File: src/regulator_a_map.vh
// Purpose: Offsets, field positions, reset values and decode figures for
//          the regulator A setting register bank.
// Assumes: Included by its bare name from the design files.
// Notes:   Register indexes are byte address divided by four.
`ifndef REGULATOR_A_MAP_VH
`define REGULATOR_A_MAP_VH

// Register indexes (byte address = 4 * index)
`define IDX_PROCESSOR_BUCK_A 8'hA5
`define IDX_MEMORY_BUCK_A 8'hA6
`define IDX_IO_BUCK_A 8'hA7
`define IDX_PERIPHERAL_BUCK_A 8'hA8
`define IDX_FIRST_LDO_A 8'hA9
`define IDX_OPERATING_SELECT 8'hC0

// Field positions
`define SLEEP_BIT 7
`define LDO_RESERVED_BIT 6
`define BUCK_CODE_MSB 6
`define LDO_CODE_MSB 5
`define OPSEL_PROCESSOR_LSB 0
`define OPSEL_MEMORY_LSB 2
`define OPSEL_IO_LSB 4
`define OPSEL_PERIPHERAL_LSB 6

// Reset values
`define RESET_SETTING 8'h00
`define RESET_OPERATING_SELECT 8'h00

// Operating select field codes
`define OPSEL_FROM_SET 2'h0
`define OPSEL_SLEEP 2'h1
`define OPSEL_SYNC 2'h2
`define OPSEL_AUTO 2'h3

// Resolved operating mode codes
`define OP_SYNC 2'h0
`define OP_SLEEP 2'h1
`define OP_AUTO 2'h2

// Voltage decode figures in millivolts, and result width in bits
`define PROCESSOR_BASE_MV 530
`define PROCESSOR_STEP_MV 10
`define BUCK_BASE_MV 800
`define BUCK_STEP_MV 20
`define LDO_BASE_MV 600
`define LDO_STEP_MV 20
`define MV_WIDTH 12

`endif

File: src/voltage_code_decoder.v
// Purpose: Turns a coded voltage field into millivolts, registered.
// Assumes: Linear code, base plus code times step.
// Notes:   Result held while clock_enable is low.
`timescale 1ns/1ps
`include "regulator_a_map.vh"

module voltage_code_decoder #(
  parameter CODE_W = 7,
  parameter BASE_MV = 800,
  parameter STEP_MV = 20,
  parameter OUT_W = `MV_WIDTH
) (
  // Clock and reset
  input wire clock,
  input wire nrst,
  input wire clock_enable,
  // Code in, millivolts out
  input wire [CODE_W-1:0] code,
  output reg [OUT_W-1:0] millivolts_q
);

  wire [31:0] code_ext;
  wire [31:0] sum_mv;

  assign code_ext = {{(32-CODE_W){1'b0}}, code};
  assign sum_mv = BASE_MV + STEP_MV * code_ext;

  always @(posedge clock) begin
    if (!nrst) begin
      millivolts_q <= {OUT_W{1'b0}};
    end else if (clock_enable) begin
      millivolts_q <= sum_mv[OUT_W-1:0];
    end
  end

endmodule

File: src/regulator_a_settings.v
// Purpose: A setting registers for four bucks and the first LDO, reached
//          over Avalon-MM, with decoded voltages and resolved modes.
// Assumes: B set sleep bits come from on-chip logic on this clock; the
//          set select arrives on a pin and is synchronised.
// Notes:   Unmapped reads return zero, unmapped writes are dropped.
`timescale 1ns/1ps
`include "regulator_a_map.vh"

module regulator_a_settings (
  // Clock, reset, enable
  input wire clock,
  input wire nrst,
  input wire clock_enable,
  // Avalon-MM slave
  input wire [9:0] address,
  input wire read,
  input wire write,
  input wire [3:0] byteenable,
  input wire [31:0] writedata,
  output reg [31:0] readdata,
  output reg waitrequest,
  // Set selection and B set sleep bits
  input wire set_b_select_pin,
  input wire [4:0] b_set_sleep_bits,
  // Resolved operating modes
  output reg [1:0] processor_buck_mode_q,
  output reg [1:0] memory_buck_mode_q,
  output reg [1:0] io_buck_mode_q,
  output reg [1:0] peripheral_buck_mode_q,
  output reg first_ldo_sleep_q,
  // Decoded A set voltages in millivolts
  output wire [11:0] processor_buck_a_mv,
  output wire [11:0] memory_buck_a_mv,
  output wire [11:0] io_buck_a_mv,
  output wire [11:0] peripheral_buck_a_mv,
  output wire [11:0] first_ldo_a_mv
);

  reg [7:0] processor_buck_a_setting_q;
  reg [7:0] memory_buck_a_setting_q;
  reg [7:0] io_buck_a_setting_q;
  reg [7:0] peripheral_buck_a_setting_q;
  reg [7:0] first_ldo_a_setting_q;
  reg [7:0] operating_select_q;
  reg set_b_sync1_q;
  reg set_b_sync2_q;
  reg [7:0] read_value_d;
  wire request;
  wire aligned;
  wire [7:0] index;
  wire write_hit;

  assign request = read | write;
  assign aligned = (address[1:0] == 2'h0);
  assign index = address[9:2];
  assign write_hit = write & ~waitrequest & byteenable[0] & aligned;

  // Pick sleep/sync/auto from a select field and the chosen set's bit
  function [1:0] resolve_mode;
    input [1:0] sel;
    input set_sleep;
    begin
      case (sel)
        `OPSEL_FROM_SET: resolve_mode = set_sleep ? `OP_SLEEP : `OP_SYNC;
        `OPSEL_SLEEP: resolve_mode = `OP_SLEEP;
        `OPSEL_SYNC: resolve_mode = `OP_SYNC;
        `OPSEL_AUTO: resolve_mode = `OP_AUTO;
        default: resolve_mode = `OP_SYNC;
      endcase
    end
  endfunction

  // Chosen set's sleep bit: A register bit or B set bit
  function chosen_sleep;
    input use_b;
    input a_bit;
    input b_bit;
    begin
      chosen_sleep = use_b ? b_bit : a_bit;
    end
  endfunction

  // Read mux
  always @* begin
    read_value_d = 8'h00;
    if (aligned) begin
      case (index)
        `IDX_PROCESSOR_BUCK_A: read_value_d = processor_buck_a_setting_q;
        `IDX_MEMORY_BUCK_A: read_value_d = memory_buck_a_setting_q;
        `IDX_IO_BUCK_A: read_value_d = io_buck_a_setting_q;
        `IDX_PERIPHERAL_BUCK_A: read_value_d = peripheral_buck_a_setting_q;
        `IDX_FIRST_LDO_A: read_value_d = first_ldo_a_setting_q;
        `IDX_OPERATING_SELECT: read_value_d = operating_select_q;
        default: read_value_d = 8'h00;
      endcase
    end
  end

  // Bus handshake: one wait cycle, then acknowledge
  always @(posedge clock) begin
    if (!nrst) begin
      waitrequest <= 1'b1;
      readdata <= 32'h00000000;
    end else if (clock_enable) begin
      if (request && waitrequest) begin
        waitrequest <= 1'b0;
        readdata <= {24'h000000, read_value_d};
      end else begin
        waitrequest <= 1'b1;
      end
    end
  end

  // Register writes, taken at the acknowledging edge
  always @(posedge clock) begin
    if (!nrst) begin
      processor_buck_a_setting_q <= `RESET_SETTING;
      memory_buck_a_setting_q <= `RESET_SETTING;
      io_buck_a_setting_q <= `RESET_SETTING;
      peripheral_buck_a_setting_q <= `RESET_SETTING;
      first_ldo_a_setting_q <= `RESET_SETTING;
      operating_select_q <= `RESET_OPERATING_SELECT;
    end else if (clock_enable && write_hit) begin
      case (index)
        `IDX_PROCESSOR_BUCK_A: processor_buck_a_setting_q <= writedata[7:0];
        `IDX_MEMORY_BUCK_A: memory_buck_a_setting_q <= writedata[7:0];
        `IDX_IO_BUCK_A: io_buck_a_setting_q <= writedata[7:0];
        `IDX_PERIPHERAL_BUCK_A: peripheral_buck_a_setting_q <= writedata[7:0];
        `IDX_FIRST_LDO_A: first_ldo_a_setting_q <= writedata[7:0];
        `IDX_OPERATING_SELECT: operating_select_q <= writedata[7:0];
        default: operating_select_q <= operating_select_q;
      endcase
    end
  end

  // Set select pin synchroniser
  always @(posedge clock) begin
    if (!nrst) begin
      set_b_sync1_q <= 1'b0;
      set_b_sync2_q <= 1'b0;
    end else if (clock_enable) begin
      set_b_sync1_q <= set_b_select_pin;
      set_b_sync2_q <= set_b_sync1_q;
    end
  end

  // Resolved operating modes; bit 6 of the LDO register is not read here
  always @(posedge clock) begin
    if (!nrst) begin
      processor_buck_mode_q <= `OP_SYNC;
      memory_buck_mode_q <= `OP_SYNC;
      io_buck_mode_q <= `OP_SYNC;
      peripheral_buck_mode_q <= `OP_SYNC;
      first_ldo_sleep_q <= 1'b0;
    end else if (clock_enable) begin
      processor_buck_mode_q <= resolve_mode(
        operating_select_q[`OPSEL_PROCESSOR_LSB+1:`OPSEL_PROCESSOR_LSB],
        chosen_sleep(set_b_sync2_q,
          processor_buck_a_setting_q[`SLEEP_BIT],
          b_set_sleep_bits[0]));
      memory_buck_mode_q <= resolve_mode(
        operating_select_q[`OPSEL_MEMORY_LSB+1:`OPSEL_MEMORY_LSB],
        chosen_sleep(set_b_sync2_q,
          memory_buck_a_setting_q[`SLEEP_BIT],
          b_set_sleep_bits[1]));
      io_buck_mode_q <= resolve_mode(
        operating_select_q[`OPSEL_IO_LSB+1:`OPSEL_IO_LSB],
        chosen_sleep(set_b_sync2_q,
          io_buck_a_setting_q[`SLEEP_BIT],
          b_set_sleep_bits[2]));
      peripheral_buck_mode_q <= resolve_mode(
        operating_select_q[`OPSEL_PERIPHERAL_LSB+1:`OPSEL_PERIPHERAL_LSB],
        chosen_sleep(set_b_sync2_q,
          peripheral_buck_a_setting_q[`SLEEP_BIT],
          b_set_sleep_bits[3]));
      first_ldo_sleep_q <= chosen_sleep(set_b_sync2_q,
        first_ldo_a_setting_q[`SLEEP_BIT],
        b_set_sleep_bits[4]);
    end
  end

  // Voltage decoders
  voltage_code_decoder #(
    .CODE_W(7),
    .BASE_MV(`PROCESSOR_BASE_MV),
    .STEP_MV(`PROCESSOR_STEP_MV),
    .OUT_W(`MV_WIDTH)
  ) processor_decoder (
    .clock(clock),
    .nrst(nrst),
    .clock_enable(clock_enable),
    .code(processor_buck_a_setting_q[`BUCK_CODE_MSB:0]),
    .millivolts_q(processor_buck_a_mv)
  );

  voltage_code_decoder #(
    .CODE_W(7),
    .BASE_MV(`BUCK_BASE_MV),
    .STEP_MV(`BUCK_STEP_MV),
    .OUT_W(`MV_WIDTH)
  ) memory_decoder (
    .clock(clock),
    .nrst(nrst),
    .clock_enable(clock_enable),
    .code(memory_buck_a_setting_q[`BUCK_CODE_MSB:0]),
    .millivolts_q(memory_buck_a_mv)
  );

  voltage_code_decoder #(
    .CODE_W(7),
    .BASE_MV(`BUCK_BASE_MV),
    .STEP_MV(`BUCK_STEP_MV),
    .OUT_W(`MV_WIDTH)
  ) io_decoder (
    .clock(clock),
    .nrst(nrst),
    .clock_enable(clock_enable),
    .code(io_buck_a_setting_q[`BUCK_CODE_MSB:0]),
    .millivolts_q(io_buck_a_mv)
  );

  voltage_code_decoder #(
    .CODE_W(7),
    .BASE_MV(`BUCK_BASE_MV),
    .STEP_MV(`BUCK_STEP_MV),
    .OUT_W(`MV_WIDTH)
  ) peripheral_decoder (
    .clock(clock),
    .nrst(nrst),
    .clock_enable(clock_enable),
    .code(peripheral_buck_a_setting_q[`BUCK_CODE_MSB:0]),
    .millivolts_q(peripheral_buck_a_mv)
  );

  voltage_code_decoder #(
    .CODE_W(6),
    .BASE_MV(`LDO_BASE_MV),
    .STEP_MV(`LDO_STEP_MV),
    .OUT_W(`MV_WIDTH)
  ) ldo_decoder (
    .clock(clock),
    .nrst(nrst),
    .clock_enable(clock_enable),
    .code(first_ldo_a_setting_q[`LDO_CODE_MSB:0]),
    .millivolts_q(first_ldo_a_mv)
  );

endmodule

File: config.mk
export PLATFORM = sky130hd
export DESIGN_NAME = regulator_a_settings
export DESIGN_NICKNAME = d
export VERILOG_FILES = /design/src/voltage_code_decoder.v /design/src/regulator_a_settings.v
export VERILOG_INCLUDE_DIRS = /design/src
export SDC_FILE = /design/constraint.sdc
export NUM_CORES = 1
export LEC_CHECK = 0
export BUFFER_PORTS_ARGS = -buffer_cell sky130_fd_sc_hd__buf_2
export CAP_MARGIN = 40
export CORE_ASPECT_RATIO = 1.75
export CORE_UTILIZATION = 46
export DETAILED_ROUTE_END_ITERATION = 8
export GPL_ROUTABILITY_DRIVEN = 0
export PLACE_DENSITY = 0.7
export SYNTH_ARGS = -nofsm -noshare
export SYNTH_HDL_FRONTEND = slang
export SYNTH_SLANG_ARGS = --single-unit
File: constraint.sdc
create_clock -name clock -period 3.65 [get_ports clock]
set_clock_uncertainty 0.05 [all_clocks]
set_input_delay 0.73 -clock clock [delete_from_list [all_inputs] [get_ports clock]]
set_output_delay 0.73 -clock clock [all_outputs]
set_load 0.01 [all_outputs]
==> impl_metrics.csv, run 1 <==
group,metric,value,unit
finish,drive_above_1_share,19.6,%
routing,vias,5470,
timing,rsz0062_at_grt,"no",
worst_setup_path,crit_path_end_kind,"flip-flop",
pwr,power.total,0.00313,W
finish,fin_nets,944,
die,die_w,93.9,um
clock_network,clk_pin_slew_worst_paths,0.06,ns
worst_setup_path,max_stage_delay,0.47,ns
logic_synthesis,synth_cell_type_count,68,
routing,avgRoutedWirePerCell,16.3,um
worst_setup_path,critPathRequiredTime,3.88,ns
routing,vias_per_cell,5.35,
job,maxCapViolations,0,
logic_synthesis,synth-async-reset-ratio,0,%
worst_setup_path,cp_num_buf_inv,0,
finish,multi_input_area,0.00408,mm^2
die,core_area,0.0144,mm^2
timing,report.final.slew_viol_count,0,
global_route,busiest_layer,"met2",
finish,diodes,0,
worst_setup_path,cp_max_fo,4,
worst_setup_path,crit_type,"reg2reg",
logic_synthesis,yosys.area_share.simple,17.4,%
logic_synthesis,synthMuxAreaShare,11.9,%
clock_network,htree_levels,4,
logic_synthesis,avgSynthCellArea,9.21,um^2
placement,hpwl,12100,um
worst_setup_path,rr_startpoint,"io_buck_a_setting_q[1]$_SDFFE_PN0P_",
logic_synthesis,synth-xor-area-share,4.25,%
worst_setup_path,rr_endpoint,"io_decoder.millivolts_q[11]$_SDFFE_PN0P_",
global_route,grt_use_total,22.7,%
routing,drt_iter0_drc,254,
finish,fillCellCount,1361,
global_route,grt_pass1_wl,26500,um
routing,drcViolationCount,0,
die,ioPinCount,159,
clock_network,cts_inserted_buffers,17,
clock_network,cts_sinks,119,
global_route,antenna_found_initial,0,
timing,fin_crit,2.60,ns
hold_path,min_from,"readdata[0]$_SDFFE_PN0P_",
global_route,overflow,0,
clock_network,root_buffer,"clkbuf_16",
clock_network,clockBufferDepth,2,
timing,timing.final.crit_share,71.3,%
timing,setup_tns,0,ns
logic_synthesis,synth_area,0.00679,mm^2
logic_synthesis,ys_ff_latch,119,
logic_synthesis,synth_top_family_by_area,"simple AND/OR/NAND/NOR gates",
die,start_util,47.3,%
worst_setup_path,r2r_slack,1.05,ns
timing,relSlewSlack,56.0,%
pwr,leakage,3.81,nW
worst_setup_path,reg2reg_depth,9,
worst_setup_path,slowest_stage,"dfxtp_1",
outcome,outcome,"finished clean",
die,die_h,163,um
hold_path,hp-class,"reg2reg",
global_route,use_met1,24.5,%
global_route,grt_start_max_net_pins,72,
finish,syn_to_final_growth,15.9,%
routing,wl,16700,um
routing,drtAntennaViolNets,0,
pwr,peakVddDrop,0.319,mV
logic_synthesis,synth-compound-area-share,13.5,%
global_route,grtUsageMet3,5.23,%
finish,layout_common_cells,"dfxtp_1 (119), nor2_1 (115), buf_2 (98)",
global_route,grt.met2_usage,40.4,%
logic_synthesis,yosys_warnings,0,
worst_setup_path,start_kind,"flip-flop",
logic_synthesis,synth_adder_area_share,11.2,%
worst_setup_path,crit_chain,"ha_1, ha_1, fa_1, a21o_1, a21oi_2, xnor2_1, o31ai_2, xnor2_1, a21oi_1",
timing,setup_violations,0,
clock_network,clkLatencyLatePin,0.42,ns
logic_synthesis,seq_area_frac_synth,35.1,%
logic_synthesis,ys.flop_type,"dfxtp_1",
timing,worst_pin_slew,0.659,ns
timing,hold_viol,0,
die,dieArea,0.0153,mm^2
finish,area.sequential,0.00238,mm^2
worst_setup_path,crit_family,"adder cells",
die,num_rows,58,
clock_network,post-cts-setup-buffers,0,
hold_path,min_delay_path_depth,2,
clock_network,holdBufCountCts,0,
worst_setup_path,arrival,2.83,ns
clock_network,cts_resized,0,
logic_synthesis,synth-edff-count,0,
timing,timing.fmax,385,MHz
logic_synthesis,syn_inst,738,
placement,portBuffers,98,
clock_network,tritoncts,"built",
global_route,grt_pass1_vias,5234,
pwr,power.density,398,mW/mm^2
hold_path,min_to,"readdata[0]$_SDFFE_PN0P_",
placement,place_ws,1.06,ns
routing,first_pass_iters,4,
timing,worst_slack,1.05,ns
finish,final_common_cell,"dfxtp_1",
==> per-stage QoR <==
step,instances,util (%),area (um^2),hold WS (ns)
2_1_floorplan,770,-,6910,0.410
3_3_place_gp,990,50.8,7300,0.392
3_5_place_dp,990,50.8,7300,0.395
4_1_cts,1022,54.8,7880,0.403
5_1_grt,1022,54.8,7880,0.416
6_report,1022,54.8,7880,0.402
==> synth_stat cells, types with 2 or more instances <==
library cell  number  area, um^2
ha_1              53         663
xnor2_1           20         175
buf_2              4        20.0
o21ai_1            8        40.0
o311ai_1           4        35.0
o21ai_0           14        70.1
a21oi_1           36         180
a22oi_1            8        60.1
nor3_1            10        50.1
o221ai_1           5        43.8
mux2i_1           81         811
inv_1             15        56.3
nand3_4            2        35.0
dfxtp_1          119        2380
o31ai_2            2        25.0
o21bai_1           5        37.5
o21a_1             6        45.0
o211ai_1           4        30.0
nor2b_1           11        68.8
buf_4             35         263
a221oi_1           3        26.3
nand2_1           34         128
fa_1               5         100
buf_1              9        33.8
and2_1             5        31.3
and3_1             6        37.5
a221o_1            2        20.0
nand3_1           15        75.1
a21oi_2            3        26.3
xor2_1            13         114
and3_2             6        45.0
a211oi_1          16         120
a21o_1             5        37.5
nor3b_4            2        37.5
nor3b_1            8        60.1
nand2b_1           3        18.8
nor2_1           115         432
clkbuf_1          15        56.3
o31ai_1            2        15.0
==> kinds of logic after synthesis <==
group / count (synthesis)
buffers and inverters: 81
DFF: 119
adders and majority gates: 58
muxes: 81
AOI/OAI and AO/OA: 134
and+or+nand+nor: 231
xor gates and xnor gates: 33
other: 1
==> worst register-to-register path, stage by stage (launching register included) <==
cell and delay (ns):
dfxtp_1 0.47, ha_1 0.29, ha_1 0.22, fa_1 0.41
a21o_1 0.19, a21oi_2 0.17, xnor2_1 0.15, o31ai_2 0.28
xnor2_1 0.16, a21oi_1 0.08
==> layout make-up <==
cell class | count | area share [%]
well taps | 180 | 2.86
clock buffers | 18 | 5.58
inverters | 17 | 0.810
multi-input cells | 570 | 51.9
flip-flops and latches | 119 | 30.2
repair buffers | 104 | 6.96
clock inverters | 14 | 1.70
==> where the power goes <==
part	switching (W)	internal, W
clock network	0.000617	0.00101
logic	0.000120	0.0000532
registers	0.0000106	0.00132
total	0.000747	0.00238
==> metal layers <==
| layer | routed length (um) | part of all wire, % |
|---|---|---|
| met4 | 639 | 3.8 |
| met5 | 0 | 0 |
| met2 | 8840 | 53 |
| met1 | 6510 | 39 |
| met3 | 683 | 4.1 |
==> worst max-delay path by stage <==
stage | from | endpoint | slack, ns | cells after the start
2_1_floorplan | processor_buck_a_setting_q[1]$_SDFFE_PN0P_ | processor_decoder.millivolts_q[10]$_SDFFE_PN0P_ | 1.31 | 9
5_1_grt | processor_buck_a_setting_q[1]$_SDFFE_PN0P_ | processor_decoder.millivolts_q[10]$_SDFFE_PN0P_ | 0.85 | 9
3_3_place_gp | memory_buck_a_setting_q[1]$_SDFFE_PN0P_ | memory_decoder.millivolts_q[10]$_SDFFE_PN0P_ | 1.08 | 9
6_report | io_buck_a_setting_q[1]$_SDFFE_PN0P_ | io_decoder.millivolts_q[11]$_SDFFE_PN0P_ | 1.05 | 9
4_1_cts | memory_buck_a_setting_q[3]$_SDFFE_PN0P_ | memory_decoder.millivolts_q[10]$_SDFFE_PN0P_ | 1.03 | 9
3_5_place_dp | memory_buck_a_setting_q[1]$_SDFFE_PN0P_ | memory_decoder.millivolts_q[10]$_SDFFE_PN0P_ | 1.06 | 9
==> state kept, by name, indices dropped and copies added (netlist names) <==
register / count
first_ldo_a_setting_q: 8
first_ldo_sleep_q: 1
io_buck_a_setting_q: 8
io_buck_mode_q: 2
io_decoder.millivolts_q: 10
ldo_decoder.millivolts_q: 10
memory_buck_a_setting_q: 8
memory_buck_mode_q: 2
memory_decoder.millivolts_q: 10
operating_select_q: 8
peripheral_buck_a_setting_q: 8
peripheral_buck_mode_q: 2
peripheral_decoder.millivolts_q: 10
processor_buck_a_setting_q: 8
processor_buck_mode_q: 2
processor_decoder.millivolts_q: 11
readdata: 8
set_b_sync1_q: 1
set_b_sync2_q: 1
waitrequest: 1
No activity file was read; power rests on OpenSTA's default activity.
==> inputs of run 2 (changes only) <==
==> constraint.sdc (replaced) <==
create_clock -name clock -period 2.6 [get_ports clock]
set_clock_uncertainty 0.05 [all_clocks]
set_input_delay 0.52 -clock clock [delete_from_list [all_inputs] [get_ports clock]]
set_output_delay 0.52 -clock clock [all_outputs]
set_load 0.01 [all_outputs]
==> run 2 against run 1 <==
First-iteration DRC count decreased by 19%. Sequential share of layout area is 1.2 points lower. Cell count up 2.9%. Clock power up 59%. Maximum frequency is 4.5% higher. Sequential power up 41%. Routed wire length rose by 3.3%. Via count up 3.5%.
==> impl_metrics.csv, run 2 (synthesis gave the netlist of run 1 again) <==
group,metric,value,unit
routing,vias_per_cell,5.38,
routing,dr_wl_met2,8880,um
worst_setup_path,max_stage_delay,0.41,ns
finish,multi_input_area,0.00412,mm^2
finish,final_common_cell,"dfxtp_1",
finish,drive_above_1_share,23.3,%
worst_setup_path,critPathRequiredTime,2.86,ns
outcome,outcome,"finished clean",
clock_network,cts_sinks,119,
clock_network,cts_inserted_buffers,17,
finish,fin_nets,974,
routing,drtAntennaViolNets,0,
worst_setup_path,cpMostUsedCell,"ha_1",
global_route,grt_pass1_vias,5480,
routing,wl,17200,um
clock_network,clockBufferDepth,2,
clock_network,htree_levels,4,
finish,final_cells,1052,
worst_setup_path,crit_type,"reg2reg",
global_route,grt_use_total,22.9,%
worst_setup_path,cp_num_buf_inv,0,
placement,place_ws,0.0381,ns
routing,met1Wirelength,6600,um
timing,worst_pin_slew,0.540,ns
die,die_h,163,um
global_route,grt_pass1_wl,26800,um
worst_setup_path,slowest_stage,"fa_1",
worst_setup_path,arrival,2.75,ns
routing,drt_iter0_drc,207,
routing,vias,5659,
die,dieArea,0.0153,mm^2
timing,timing.final.crit_share,95.7,%
timing,hold_viol,0,
global_route,grt_start_max_net_pins,69,
global_route,overflow,0,
worst_setup_path,start_kind,"flip-flop",
finish,diodes,0,
pwr,leakage,4.01,nW
job,maxCapViolations,0,
timing,fin_crit,2.49,ns
finish,largest_register_ffs,11,
clock_network,tritoncts,"built",
routing,top_layer,"met4",
die,start_util,47.3,%
finish,layout_common_cells,"dfxtp_1 (116), nor2_1 (115), buf_2 (98)",
die,core_area,0.0144,mm^2
finish,final_core_util,57.1,%
global_route,antenna_found_initial,0,
worst_setup_path,cp_max_fo,4,
hold_path,hp-class,"in2reg",
finish,syn_to_final_growth,20.8,%
placement,hpwl,12600,um
timing,rsz0062_at_grt,"no",
finish,area.sequential,0.00239,mm^2
timing,setup_violations,0,
pwr,power.density,573,mW/mm^2
worst_setup_path,crit_family,"adder cells",
routing,first_pass_iters,4,
placement,portBuffers,98,
die,die_w,93.9,um
clock_network,clk_pin_slew_worst_paths,0.05,ns
placement,dp.cells,1020,
worst_setup_path,crit_path_end_kind,"flip-flop",
timing,setup_tns,0,ns
timing,timing.fmax,402,MHz
routing,wl_met3,848,um
clock_network,root_buffer,"clkbuf_16",
timing,worst_slack,0.112,ns
timing,relSlewSlack,63.8,%
clock_network,holdBufCountCts,0,
timing,hold-worst-slack,0.300,ns
die,num_rows,58,
finish,fillCellCount,1355,
finish,regMostFlops,"processor_decoder.millivolts_q",
die,ioPinCount,159,
routing,avgRoutedWirePerCell,16.4,um
routing,drcViolationCount,0,
timing,report.final.slew_viol_count,0,
clock_network,clkLatencyLatePin,0.42,ns
worst_setup_path,crit_chain,"ha_1, ha_1, fa_1, a21o_1, a21oi_1, xnor2_1, a31oi_1, nor3_2, a31o_1",
clock_network,post-cts-setup-buffers,0,
pwr,peakVddDrop,0.424,mV
-- run 2: changes by cell type in the layout (fill, tap and decap cells not counted), moves of 3 or more --
cell,delta
clkinv_2,-4
bufinv_16,+3
dfxtp_1,-3
buf_4,+30
dfxtp_2,+3
-- run 2: worst paths after layout --
kind	start	cells past startpoint	end	slack, ns
worst min register to register	readdata[0]$_SDFFE_PN0P_	2	readdata[0]$_SDFFE_PN0P_	0.40
worst min-delay path	set_b_select_pin	3	set_b_sync1_q$_SDFFE_PN0P_	0.30
worst max-delay path	processor_buck_a_setting_q[1]$_SDFFE_PN0P_	9	processor_decoder.millivolts_q[11]$_SDFFE_PN0P_	0.11
worst max register to register	processor_buck_a_setting_q[1]$_SDFFE_PN0P_	9	processor_decoder.millivolts_q[11]$_SDFFE_PN0P_	0.11
-- run 2: cell type report --
class / count / area share (%)
multi-input combinational: 570 / 50.1
sequential: 119 / 29.1
timing repair buffer: 134 / 9.42
clock buffer: 19 / 5.39
tap: 180 / 2.74
clock inverter: 13 / 2.47
inverter: 17 / 0.777
-- run 2: power breakdown --
group	internal (W)	switching, W
sequential	0.00185	0.0000145
combinational	0.0000778	0.000167
clock	0.00172	0.000873
-- run 2: what timing repair did --
action / 4_1_cts / 5_1_grt
endpoints found under the hold margin: 0 / 0
gates cloned: 0 / 0
pin swaps: 1 / 2
gates resized for setup: 2 / 9
endpoints found under the setup margin: 1 / 4
-- run 2: per-layer routing --
layer,GRT usage [%],up-vias
li1,-,2795
met5,0,-
met3,4.72,50
met1,24.3,2636
met4,14.1,0
met2,40.6,178
-- run 2: through the flow --
| stage | cell area [um^2] | power [W] |
|---|---|---|
| after floorplan | 6910 | 0.00208 |
| after global placement | 7530 | 0.00215 |
| after detailed placement | 7530 | 0.00215 |
| after CTS | 8190 | 0.00472 |
| after global routing | 8210 | 0.00483 |
| final | 8210 | 0.00470 |
-- run 2: worst min-delay path, stage by stage --
cell and delay (ns):
buf_2 0.08, mux2i_1 0.06, nor2_1 0.07
==> inputs of run 3 (changes only) <==
--- a/config.mk
+++ b/config.mk
@@ -13,6 +13,7 @@
 export DETAILED_ROUTE_END_ITERATION = 8
 export GPL_ROUTABILITY_DRIVEN = 0
 export PLACE_DENSITY = 0.7
+export RECOVER_POWER = 100
 export SYNTH_ARGS = -nofsm -noshare
 export SYNTH_HDL_FRONTEND = slang
 export SYNTH_SLANG_ARGS = --single-unit
==> run 3 against run 2 <==
Flip-flop and latch count did not move. Global-route usage stayed put. Highest routed layer unchanged. Combinational power shrank 4%. Via count hardly changed. Critical path depth is the same. Largest cell class unchanged. First-iteration DRC count grew 20%. Maximum frequency decreased by 0.18%. Non-clock buffer count is the same. Sequential share of layout area rose by 0.39 points. Total power decreased by 0.33%.
==> impl_metrics.csv, run 3 (synthesis gave the netlist of run 1 again) <==
group,metric,value,unit
outcome,outcome,"finished clean",
placement,hpwl,12600,um
clock_network,post-cts-setup-buffers,0,
die,ioPinCount,159,
global_route,grt_pass1_wl,26800,um
routing,drtAntennaViolNets,0,
global_route,grt_pass1_vias,5480,
finish,largest_register_ffs,11,
worst_setup_path,start_kind,"flip-flop",
finish,final_common_cell,"dfxtp_1",
timing,rsz0062_at_grt,"no",
die,dieArea,0.0153,mm^2
die,core_area,0.0144,mm^2
routing,met1Wirelength,6670,um
timing,fin_crit,2.49,ns
clock_network,cts_sinks,119,
worst_setup_path,critPathRequiredTime,2.85,ns
global_route,antenna_found_initial,0,
die,start_util,47.3,%
die,num_rows,58,
routing,vias_per_cell,5.38,
clock_network,root_buffer,"clkbuf_16",
finish,regMostFlops,"processor_decoder.millivolts_q",
clock_network,cts_inserted_buffers,17,
pwr,leakage,3.71,nW
routing,dr_wl_met2,8850,um
hold_path,hp-class,"in2reg",
timing,report.final.slew_viol_count,0,
finish,diodes,0,
global_route,grt_use_total,22.9,%
routing,avgRoutedWirePerCell,16.3,um
worst_setup_path,cp_max_fo,4,
die,die_w,93.9,um
timing,timing.final.crit_share,95.9,%
timing,relSlewSlack,35.6,%
routing,drt_iter0_drc,249,
routing,drcViolationCount,0,
pwr,power.density,578,mW/mm^2
routing,vias,5663,
finish,drive_above_1_share,14.9,%
timing,timing.fmax,401,MHz
pwr,peakVddDrop,0.418,mV
global_route,grt_start_max_net_pins,69,
finish,layout_common_cells,"dfxtp_1 (116), nor2_1 (115), mux2i_1 (81)",
timing,setup_tns,0,ns
job,maxCapViolations,0,
worst_setup_path,crit_type,"reg2reg",
clock_network,clockBufferDepth,2,
placement,portBuffers,98,
worst_setup_path,crit_path_end_kind,"flip-flop",
clock_network,htree_levels,4,
finish,syn_to_final_growth,19.2,%
finish,fin_nets,974,
die,die_h,163,um
timing,setup_violations,0,
worst_setup_path,arrival,2.74,ns
timing,hold_viol,0,
routing,wl,17200,um
routing,first_pass_iters,4,
clock_network,clkLatencyLatePin,0.41,ns
routing,wl_met3,706,um
global_route,overflow,0,
clock_network,tritoncts,"built",
timing,worst_pin_slew,0.966,ns
pwr,power.total,0.00469,W
routing,top_layer,"met4",
clock_network,clk_pin_slew_worst_paths,0.05,ns
run 3: worst max-delay path, cell delays in order (launching register included):
cell	delay, ns
dfxtp_1	0.32
ha_1	0.30
ha_1	0.23
fa_1	0.41
a21o_1	0.20
a21oi_1	0.21
xnor2_1	0.17
a31oi_1	0.24
nor3_2	0.06
a31o_1	0.19
run 3: final timing paths:
path,from,endpoint,slack [ns],cells after the start
setup / recovery,processor_buck_a_setting_q[1]$_SDFFE_PN0P_,processor_decoder.millivolts_q[11]$_SDFFE_PN0P_,0.11,9
hold / removal,set_b_select_pin,set_b_sync1_q$_SDFFE_PN0P_,0.30,3
setup reg to reg,processor_buck_a_setting_q[1]$_SDFFE_PN0P_,processor_decoder.millivolts_q[11]$_SDFFE_PN0P_,0.11,9
hold reg to reg,readdata[0]$_SDFFE_PN0P_,readdata[0]$_SDFFE_PN0P_,0.40,2
run 3: repair_timing:
action                                  in CTS  in global routing
hold buffers                                 0                  0
pin swaps                                    1                  2
endpoints found under the setup margin       1                  4
resized for setup                            2                  9
endpoints found under the hold margin        0                  0
run 3: power by group:
part           internal (W)  leakage, nW  switching [W]
Sequential          0.00185        0.967      0.0000156
Clock               0.00172        0.301       0.000866
Combinational     0.0000683         2.45       0.000166
run 3: final cells by class:
cell class              count  area, um^2
clock inverters            13         203
inverters                  17        63.8
well taps                 180         225
flip-flops and latches    119        2390
fillers                  1381        6270
repair buffers            134         671
multi-input cells         570        4110
clock buffers              19         443
run 3: routing by layer:
metal	vias up	track usage, %
met5	-	0
met4	0	14.1
met3	53	4.72
met2	172	40.6
met1	2644	24.3
li1	2794	-
run 3: through the flow:
stage / hold slack (ns) / util, % / cell area, um^2 / instances / worst slack (ns)
floorplan: 0.410 / - / 6910 / 770 / 0.257
global placement: 0.391 / 52.4 / 7530 / 1020 / 0.0758
detailed placement: 0.394 / 52.4 / 7530 / 1020 / 0.0381
CTS: 0.300 / 57.0 / 8190 / 1052 / 0.0399
global route: 0.315 / 56.4 / 8100 / 1052 / 0.00230
finish: 0.303 / 56.4 / 8100 / 1052 / 0.108
